### config.mk
export PLATFORM = sky130hd
export DESIGN_NAME = lrso_receiver_flat
export DESIGN_NICKNAME = d
export VERILOG_FILES = /design/src/design/lrso_pkg.sv /design/src/design/lrso_link_if.sv /design/src/design/lrso_receiver.sv /design/src/flat_wrapper.sv
export SDC_FILE = /design/constraint.sdc
export NUM_CORES = 1
export LEC_CHECK = 0
export ABC_AREA = 0
export BUFFER_PORTS_ARGS = -buffer_cell sky130_fd_sc_hd__buf_2
export CORE_UTILIZATION = 52
export CTS_BUF_LIST = sky130_fd_sc_hd__clkbuf_8
export CTS_CLUSTER_SIZE = 24
export DETAILED_ROUTE_END_ITERATION = 8
export PLACE_DENSITY = 0.78
export REMOVE_ABC_BUFFERS = 1
export SLEW_MARGIN = 40
export SYNTH_ARGS = -nofsm -noshare
export SYNTH_HDL_FRONTEND = slang
export SYNTH_SLANG_ARGS = --single-unit
export TNS_END_PERCENT = 10
### constraint.sdc
create_clock -name hclk -period 4.5 [get_ports hclk]
set_clock_uncertainty 0.15 [all_clocks]
set_input_delay 0 -clock hclk [delete_from_list [all_inputs] [get_ports hclk]]
set_output_delay 0 -clock hclk [all_outputs]
set_load 0.1 [all_outputs]
### src/design/lrso_pkg.sv
// shared constants for the switch-logic receiver and its remote sender
package lrso_pkg;
    // clock and times
    localparam int unsigned CLK_HZ        = 20_000_000;
    localparam int unsigned CYC_PER_MS    = CLK_HZ / 1000;
    localparam int unsigned HOLD_LONG_MS  = 500;
    localparam int unsigned HOLD_SHORT_MS = 20;
    localparam int unsigned TX_GAP_MS     = 15;
    localparam int unsigned HOLD_LONG_CYC  = HOLD_LONG_MS * CYC_PER_MS;
    localparam int unsigned HOLD_SHORT_CYC = HOLD_SHORT_MS * CYC_PER_MS;
    localparam int unsigned TX_GAP_CYC     = TX_GAP_MS * CYC_PER_MS;
    localparam int unsigned CNT_W          = 24;
    typedef logic [CNT_W-1:0] lrso_cnt_t;

    // payload layout
    localparam int unsigned OUT_LSB    = 4;
    localparam int unsigned OUT_MSB    = 6;
    localparam int unsigned BEACON_BIT = 0;
    localparam logic [2:0]  LEN_SHORT  = 3'h1;
    localparam logic [2:0]  LEN_LONG   = 3'h5;
    localparam logic [7:0]  BEACON_MASK = 8'h11;

    // learned serial table
    localparam int unsigned SERIAL_DEPTH = 8;
    localparam int unsigned SERIAL_AW    = 3;

    // sender register map (byte offsets) and fields
    localparam logic [7:0] REG_CTRL   = 8'h00;
    localparam logic [7:0] REG_SERIAL = 8'h04;
    localparam logic [7:0] REG_CMD    = 8'h08;
    localparam logic [7:0] REG_TARGET = 8'h0C;
    localparam logic [7:0] REG_STATUS = 8'h10;
    localparam logic [7:0] REG_BEACON = 8'h14;
    localparam int unsigned CTRL_EN_BIT   = 3;
    localparam int unsigned CMD_ADDR_BIT  = 8;
    localparam logic [3:0]  CTRL_RST      = 4'h0;
    localparam logic [31:0] SERIAL_RST    = 32'h0000_0000;

    typedef enum logic [1:0] {TX_IDLE, TX_SEND, TX_GAP} lrso_tx_e;
endpackage : lrso_pkg

### src/design/lrso_link_if.sv
// radio packet link between the remote sender and the switch receiver
`timescale 1ns/1ps
interface lrso_link_if;
    logic        pkt_valid;      // one payload byte this cycle
    logic [7:0]  pkt_data;       // payload byte, first byte is the state byte
    logic        pkt_last;       // marks the final byte of a packet
    logic [31:0] pkt_hdr_serial; // sender serial number from the packet header

    modport sender   (output pkt_valid, output pkt_data, output pkt_last, output pkt_hdr_serial);
    modport receiver (input pkt_valid, input pkt_data, input pkt_last, input pkt_hdr_serial);
endinterface : lrso_link_if

### src/design/lrso_receiver.sv
// switch-logic receiver: decodes packets into three held switch outputs
// Function
// - Receiver only listens, never transmits
// - Accepted packet sets three outputs from state
// - Strap1 low: hold 500ms without new data
// - Strap1 high: hold only 20ms
// - Straps 101: filtered, long hold
// - Straps 110: unfiltered, short hold, pin unused
// - Straps 111: filtered, short hold
// - Learn pin: pulse enters learning, drives status
// - Sender quiet while all inputs low
// - Sender repeats state every 15ms
// - Sender payload: state byte plus serial
// - State bits 6..4 carry inputs 3..1
// - Beacon sets bits 0 and 4
// - Filtered end drops unlearned header serials
// - Command packets decoded like transmitter packets
// - Command sender idles 15ms after packet
// - Single zero byte clears outputs at once
// - Unfiltered receiver accepts every packet
// - Filtered receiver needs learned header serial
// - Filtered five-byte form must carry own serial
// - Learning stores header serial only
// - Straps 100: unfiltered, long hold
`timescale 1ns/1ps
module lrso_receiver
    import lrso_pkg::*;
#(
    parameter int unsigned HOLD_LONG  = lrso_pkg::HOLD_LONG_CYC,
    parameter int unsigned HOLD_SHORT = lrso_pkg::HOLD_SHORT_CYC,
    parameter logic [31:0] OWN_SERIAL = 32'h5A5A_0001  // arbitrary unit serial number
) (
    // clock and reset
    input  wire logic            hclk,
    input  wire logic            hresetn,
    // radio side, receive only
    lrso_link_if.receiver        link,
    // mode straps
    input  wire logic [2:0]      mode_strap,
    // learn / status pin
    input  wire logic            learn_in,
    output logic                 learn_out,
    output logic                 learn_oe_n,
    // switch outputs
    output logic                 switch_out_a,
    output logic                 switch_out_b,
    output logic                 switch_out_c
);
    import lrso_pkg::*;

    logic [2:0]       strap_s1;
    logic [2:0]       strap_s2;
    logic             learn_s1;
    logic             learn_s2;
    logic             learn_s3;
    logic             rx_on;
    logic             net_mode;
    logic             hold_long;
    logic             learning;
    logic [31:0]      serial_tbl [SERIAL_DEPTH];
    logic [SERIAL_DEPTH-1:0] serial_vld;
    logic [SERIAL_AW-1:0]    serial_wp;
    logic             hdr_known;
    logic [2:0]       byte_cnt;
    logic [7:0]       state_byte;
    logic [31:0]      pay_serial;
    logic [2:0]       cur_len;
    logic [7:0]       cur_state;
    logic [31:0]      cur_pay;
    logic             pkt_end;
    logic             accept;
    logic [2:0]       next_outs;
    lrso_cnt_t        hold_cnt;
    logic             hold_act;

    ////////////////////////////////////////////////////////////////////////
    // pin synchronisers
    always_ff @(posedge hclk or negedge hresetn) begin
        if (!hresetn) begin
            strap_s1 <= 3'h0;
            strap_s2 <= 3'h0;
            learn_s1 <= 1'b0;
            learn_s2 <= 1'b0;
            learn_s3 <= 1'b0;
        end else begin
            strap_s1 <= mode_strap;
            strap_s2 <= strap_s1;
            learn_s1 <= learn_in;
            learn_s2 <= learn_s1;
            learn_s3 <= learn_s2;
        end
    end

    // mode decode: strap2 enables the receiver, strap0 filters, strap1 picks hold
    assign rx_on     = strap_s2[2];
    assign net_mode  = strap_s2[2] & strap_s2[0];
    assign hold_long = ~strap_s2[1];

    ////////////////////////////////////////////////////////////////////////
    // learn state: pulse enters, one stored serial leaves
    always_ff @(posedge hclk or negedge hresetn) begin
        if (!hresetn) begin
            learning <= 1'b0;
        end else if (!net_mode) begin
            learning <= 1'b0;
        end else if (learning && pkt_end) begin
            learning <= 1'b0;
        end else if (learn_s2 && !learn_s3) begin
            learning <= 1'b1;
        end
    end

    // status pin is driven high only while learning, released otherwise
    assign learn_out  = 1'b1;
    assign learn_oe_n = ~learning;

    // learned serial table, written round robin
    always_ff @(posedge hclk or negedge hresetn) begin
        if (!hresetn) begin
            serial_vld <= '0;
            serial_wp  <= '0;
        end else if (learning && pkt_end) begin
            serial_vld[serial_wp] <= 1'b1;
            serial_wp             <= serial_wp + 1'b1;
        end
    end

    always_ff @(posedge hclk) begin
        if (learning && pkt_end) begin
            serial_tbl[serial_wp] <= link.pkt_hdr_serial;
        end
    end

    // header serial lookup
    always_comb begin
        hdr_known = 1'b0;
        for (int i = 0; i < SERIAL_DEPTH; i++) begin
            if (serial_vld[i] && serial_tbl[i] == link.pkt_hdr_serial) begin
                hdr_known = 1'b1;
            end
        end
    end

    ////////////////////////////////////////////////////////////////////////
    // byte collection: state byte then up to four serial bytes
    always_ff @(posedge hclk or negedge hresetn) begin
        if (!hresetn) begin
            byte_cnt   <= 3'h0;
            state_byte <= 8'h00;
            pay_serial <= 32'h0000_0000;
        end else if (link.pkt_valid) begin
            byte_cnt   <= link.pkt_last ? 3'h0 : cur_len;
            state_byte <= cur_state;
            pay_serial <= cur_pay;
        end
    end

    // view of the packet including the byte on the link now
    always_comb begin
        cur_len   = (byte_cnt == LEN_LONG) ? LEN_LONG : byte_cnt + 3'h1;
        cur_state = (byte_cnt == 3'h0) ? link.pkt_data : state_byte;
        cur_pay   = pay_serial;
        if (byte_cnt != 3'h0 && byte_cnt != LEN_LONG) begin
            cur_pay = {pay_serial[23:0], link.pkt_data};
        end
    end

    assign pkt_end = link.pkt_valid & link.pkt_last;

    // acceptance: any packet when unfiltered, learned header and, for the five-byte form, own address when filtered
    always_comb begin
        accept = 1'b0;
        if (pkt_end && rx_on && !learning) begin
            if (!net_mode) begin
                accept = 1'b1;
            end else if (hdr_known) begin
                accept = (cur_len != LEN_LONG) || (cur_pay == OWN_SERIAL);
            end
        end
    end

    assign next_outs = cur_state[OUT_MSB:OUT_LSB];

    ////////////////////////////////////////////////////////////////////////
    // outputs and hold timer
    always_ff @(posedge hclk or negedge hresetn) begin
        if (!hresetn) begin
            switch_out_a <= 1'b0;
            switch_out_b <= 1'b0;
            switch_out_c <= 1'b0;
            hold_cnt     <= '0;
            hold_act     <= 1'b0;
        end else if (accept) begin
            switch_out_a <= next_outs[0];
            switch_out_b <= next_outs[1];
            switch_out_c <= next_outs[2];
            hold_cnt     <= hold_long ? lrso_cnt_t'(HOLD_LONG) : lrso_cnt_t'(HOLD_SHORT);
            hold_act     <= |next_outs;
        end else if (hold_act) begin
            if (hold_cnt <= lrso_cnt_t'(1)) begin
                switch_out_a <= 1'b0;
                switch_out_b <= 1'b0;
                switch_out_c <= 1'b0;
                hold_act     <= 1'b0;
                hold_cnt     <= '0;
            end else begin
                hold_cnt <= hold_cnt - lrso_cnt_t'(1);
            end
        end
    end
endmodule : lrso_receiver

### src/flat_wrapper.sv
// flat-port wrapper written by rule: the top's interface ports become plain ports
module lrso_receiver_flat import lrso_pkg::*;
#(
    parameter int unsigned HOLD_LONG  = lrso_pkg::HOLD_LONG_CYC,
    parameter int unsigned HOLD_SHORT = lrso_pkg::HOLD_SHORT_CYC,
    parameter logic [31:0] OWN_SERIAL = 32'h5A5A_0001                                 
)
  (hclk, hresetn, mode_strap, learn_in, learn_out, learn_oe_n, switch_out_a, switch_out_b, switch_out_c, link_pkt_valid, link_pkt_data, link_pkt_last, link_pkt_hdr_serial);
  lrso_link_if link_i ();
  input  wire logic hclk;
  input  wire logic hresetn;
  input  wire logic [2:0] mode_strap;
  input  wire logic learn_in;
  output logic learn_out;
  output logic learn_oe_n;
  output logic switch_out_a;
  output logic switch_out_b;
  output logic switch_out_c;
  input wire logic [$bits(link_i.pkt_valid)-1:0] link_pkt_valid;
  input wire logic [$bits(link_i.pkt_data)-1:0] link_pkt_data;
  input wire logic [$bits(link_i.pkt_last)-1:0] link_pkt_last;
  input wire logic [$bits(link_i.pkt_hdr_serial)-1:0] link_pkt_hdr_serial;
  assign link_i.pkt_valid = link_pkt_valid;
  assign link_i.pkt_data = link_pkt_data;
  assign link_i.pkt_last = link_pkt_last;
  assign link_i.pkt_hdr_serial = link_pkt_hdr_serial;
  lrso_receiver #(.HOLD_LONG(HOLD_LONG), .HOLD_SHORT(HOLD_SHORT), .OWN_SERIAL(OWN_SERIAL)) u_core (.hclk(hclk), .hresetn(hresetn), .link(link_i), .mode_strap(mode_strap), .learn_in(learn_in), .learn_out(learn_out), .learn_oe_n(learn_oe_n), .switch_out_a(switch_out_a), .switch_out_b(switch_out_b), .switch_out_c(switch_out_c));
endmodule
==> out/qor.csv <==
stage;metric;value;unit
power;p_comb_frac;0.156;
timing;final_max_slew_viol_count;0;
synth;synth_top_area_cell;edfxtp_1;
layout;fin_cells;1555;
timing;finalHoldViolCount;0;
synth;yosysSeqAreaShare;0.671;
floorplanning;core;27800;sq um
run;maxCapViolCount;0;
placement;hpwl;20300;um
grt;antenna_found_initial;0;
layout;nFillCells;2099;
synth;synth.avg_cell_area;14.7;sq um
clocking;cts_tree;built;
timing;setup_viol;0;
synth;synth-xor-area-share;0.153;
placement;port_buffers;51;
timing;rsz0062_at_grt;false;
synth;syn_inst;997;
grt;overflow;0;
layout;final_common_cell;edfxtp_1;
route;via_per_inst;5.47;
synth;synth_compound_area_frac;0.0256;
outcome;status;finished, violations left;
layout;finalNetCount;1186;
power;p_switching;2.10;mW
floorplanning;rows;61;
route;first_iter_violations;642;
clocking;root_buffer;clkbuf_8;
synth;synth-edff-count;256;
min_path;hp-class;in2reg;
placement;place_congestion;0.872;
clocking;clock_path_buffers;3;
synth;synth_adder_area_share;0.00255;
power;cellPowerDensity;439;nW/um^2
route;drtPass1Iterations;7;
route;totalWireLength;31800;um
floorplanning;die_x;170;um
timing;period_share;0.692;
setup_path;cp-start-kind;flip-flop;
setup_path;crit_start;u_core.serial_tbl[2][24];
floorplanning;start_util;0.529;
floorplanning;die-area;28900;sq um
clocking;clkTransAtPathRegs;60;ps
synth;synth_ff_type;edfxtp_1;
synth;synth_area_leaders;edfxtp_1 52%, dfrtp_1 15%, xor2_1 8.4%;
power;leakagePower;6.06;nW
power;clockPowerShare;0.309;
layout;final_cell_mix;256 x edfxtp_1, 141 x xor2_1, 115 x xnor2_1;
layout;final_core_util;0.613;
setup_path;critPathMaxFanout;15;
power;peakVddDrop;529;uV
power;seqPwrFrac;0.534;
floorplanning;pin_count;53;
setup_path;path_class;reg2reg;
placement;place_inst;1405;
clocking;numCtsBuffers;52;
grt;grt_pass1_wl;49300;um
layout;final_cell_area;17000;sq um
synth;ys_ff_latch;343;
route;via_count;8499;
synth;synth_cell_types;52;
synth;yosysWarnings;0;
setup_path;critPathCaptureType;flip-flop;
synth;synth_top_area_frac;0.523;
placement;placed_cell_area;15600;sq um
synth;synth-simple-area-share;0.0881;
min_path;hold_start;link_pkt_data[0];
outcome;violations;DRC;
timing;tns;0;ps
setup_path;rr_startpoint;u_core.serial_tbl[2][24];
power;power.internal;5.39;mW
route;ant_nets;0;
timing;worst_slew_pin_slew;751;ps
route;wl_per_cell;20.5;um
timing;layout_min_cycle_time;3110;ps
power;p_total;7.48;mW
layout;diodes;0;
setup_path;cp.required;4850;ps
layout;area_delta_synth_final;16.0;%
layout;drive_above_1_share;0.172;
synth;synth_top_family_by_area;XOR/XNOR gates;
route;drcViolationCount;2;
floorplanning;die_h;170;um
clocking;clock-sinks;343;
setup_path;crit_arrival;3460;ps
timing;max_freq;0.321;GHz
grt;track_usage;0.228;
synth;synthMuxAreaShare;0.0385;
synth;syn_area;14700;sq um
grt;grt_max_degree;59;
timing;relSlewSlack;0.494;
synth;async_flop_share;0.254;
clocking;cts_setup_buffers;0;
clocking;clk_latency;600;ps
power;swShare;0.280;
clocking;htree_levels;2;
grt;grt_pass1_vias;8713;
layer usage:
layer	track usage	vias up	wire, um
met5	0	-	0
met4	0.0838	0	843
met3	0.0423	50	1800
met2	0.379	238	15400
met1	0.300	4290	13800
li1	-	3921	-
cells by family after synthesis:
| group | count (synthesis) |
|---|---|
| DFF | 343 |
| xor gates and xnor gates | 256 |
| muxes | 52 |
| AOI/OAI and AO/OA | 61 |
| and+or+nand+nor | 222 |
| buffers and inverters | 59 |
| adders and majority gates | 3 |
| other | 1 |
power by group through the flow:
stage / registers (mW) / clock network (mW) / logic (mW)
6_report: 4.00 / 2.32 / 1.17
5_1_grt: 4.04 / 2.50 / 1.28
4_1_cts: 4.00 / 2.36 / 1.17
3_5_place_dp: 4.06 / 0 / 1.12
3_3_place_gp: 4.04 / 0 / 1.08
2_1_floorplan: 4.06 / 0 / 0.720
sequential cells by signal, summed over array words and instances (netlist names), 3 cells and up:
register	count
u_core.state_byte	3
u_core.hold_cnt	24
u_core.serial_tbl	256
u_core.strap_s1	3
u_core.serial_wp	3
u_core.serial_vld	8
u_core.pay_serial	32
u_core.byte_cnt	3
u_core.strap_s2	3
Yosys cell counts (4+ instances only):
| cell type | n |
|---|---|
| buf_4 | 14 |
| nand4_1 | 38 |
| a31oi_1 | 4 |
| nor4_1 | 48 |
| o21ai_0 | 16 |
| a21oi_1 | 20 |
| nand2_1 | 19 |
| buf_2 | 22 |
| xor2_1 | 141 |
| xnor2_1 | 115 |
| dfrtp_1 | 87 |
| mux2_2 | 36 |
| clkbuf_1 | 10 |
| nand2b_1 | 6 |
| nor2_1 | 42 |
| nor3_1 | 24 |
| edfxtp_1 | 256 |
| o22ai_1 | 5 |
| mux2i_1 | 16 |
| or2_2 | 8 |
| nand3_1 | 12 |
| inv_1 | 12 |
metrics by stage:
step / worst slack [ps] / hold slack, ps
after floorplan: 932 / -446
after global placement: 1410 / -179
after detailed placement: 1330 / -178
after CTS: 1350 / 25.3
after global routing: 1260 / 50.1
final: 1390 / 53.9
cell type report:
| type | count | area, sq um | share of cell area |
|---|---|---|---|
| inverters | 12 | 45.0 | 0.00264 |
| flip-flops and latches | 343 | 9860 | 0.579 |
| well taps | 378 | 473 | 0.0278 |
| multi-input cells | 595 | 4590 | 0.269 |
| clock buffers | 53 | 729 | 0.0428 |
| clock inverters | 43 | 210 | 0.0123 |
| repair buffers | 131 | 1130 | 0.0665 |
critical path, cell delays in order (launching register included):
cell and delay, ps:
edfxtp_1 380, xnor2_1 150, nand4_1 200, nor4_1 580, nand4_1 230, o22ai_1 160
and4bb_4 230, o22ai_4 400, buf_4 330, mux2i_1 210
repair_timing:
| action | 4_1_cts | 5_1_grt |
|---|---|---|
| resized for setup | 0 | 0 |
| hold buffers | 54 | 0 |
| endpoints found under the hold margin | 376 | 0 |
worst paths after layout:
kind                                         to  slack [ps]  cells after the start
min reg2reg                  u_core.strap_s2[2]         200                      0
min in group asynchronous  u_core.serial_vld[3]         330                      4
max reg2reg                 u_core.hold_cnt[15]        1390                      9
max                         u_core.hold_cnt[15]        1390                      9
min                        u_core.pay_serial[0]          50                      3
max in group asynchronous  u_core.pay_serial[4]        3140                      4
Note: power is estimated with default switching activity, not from simulation.
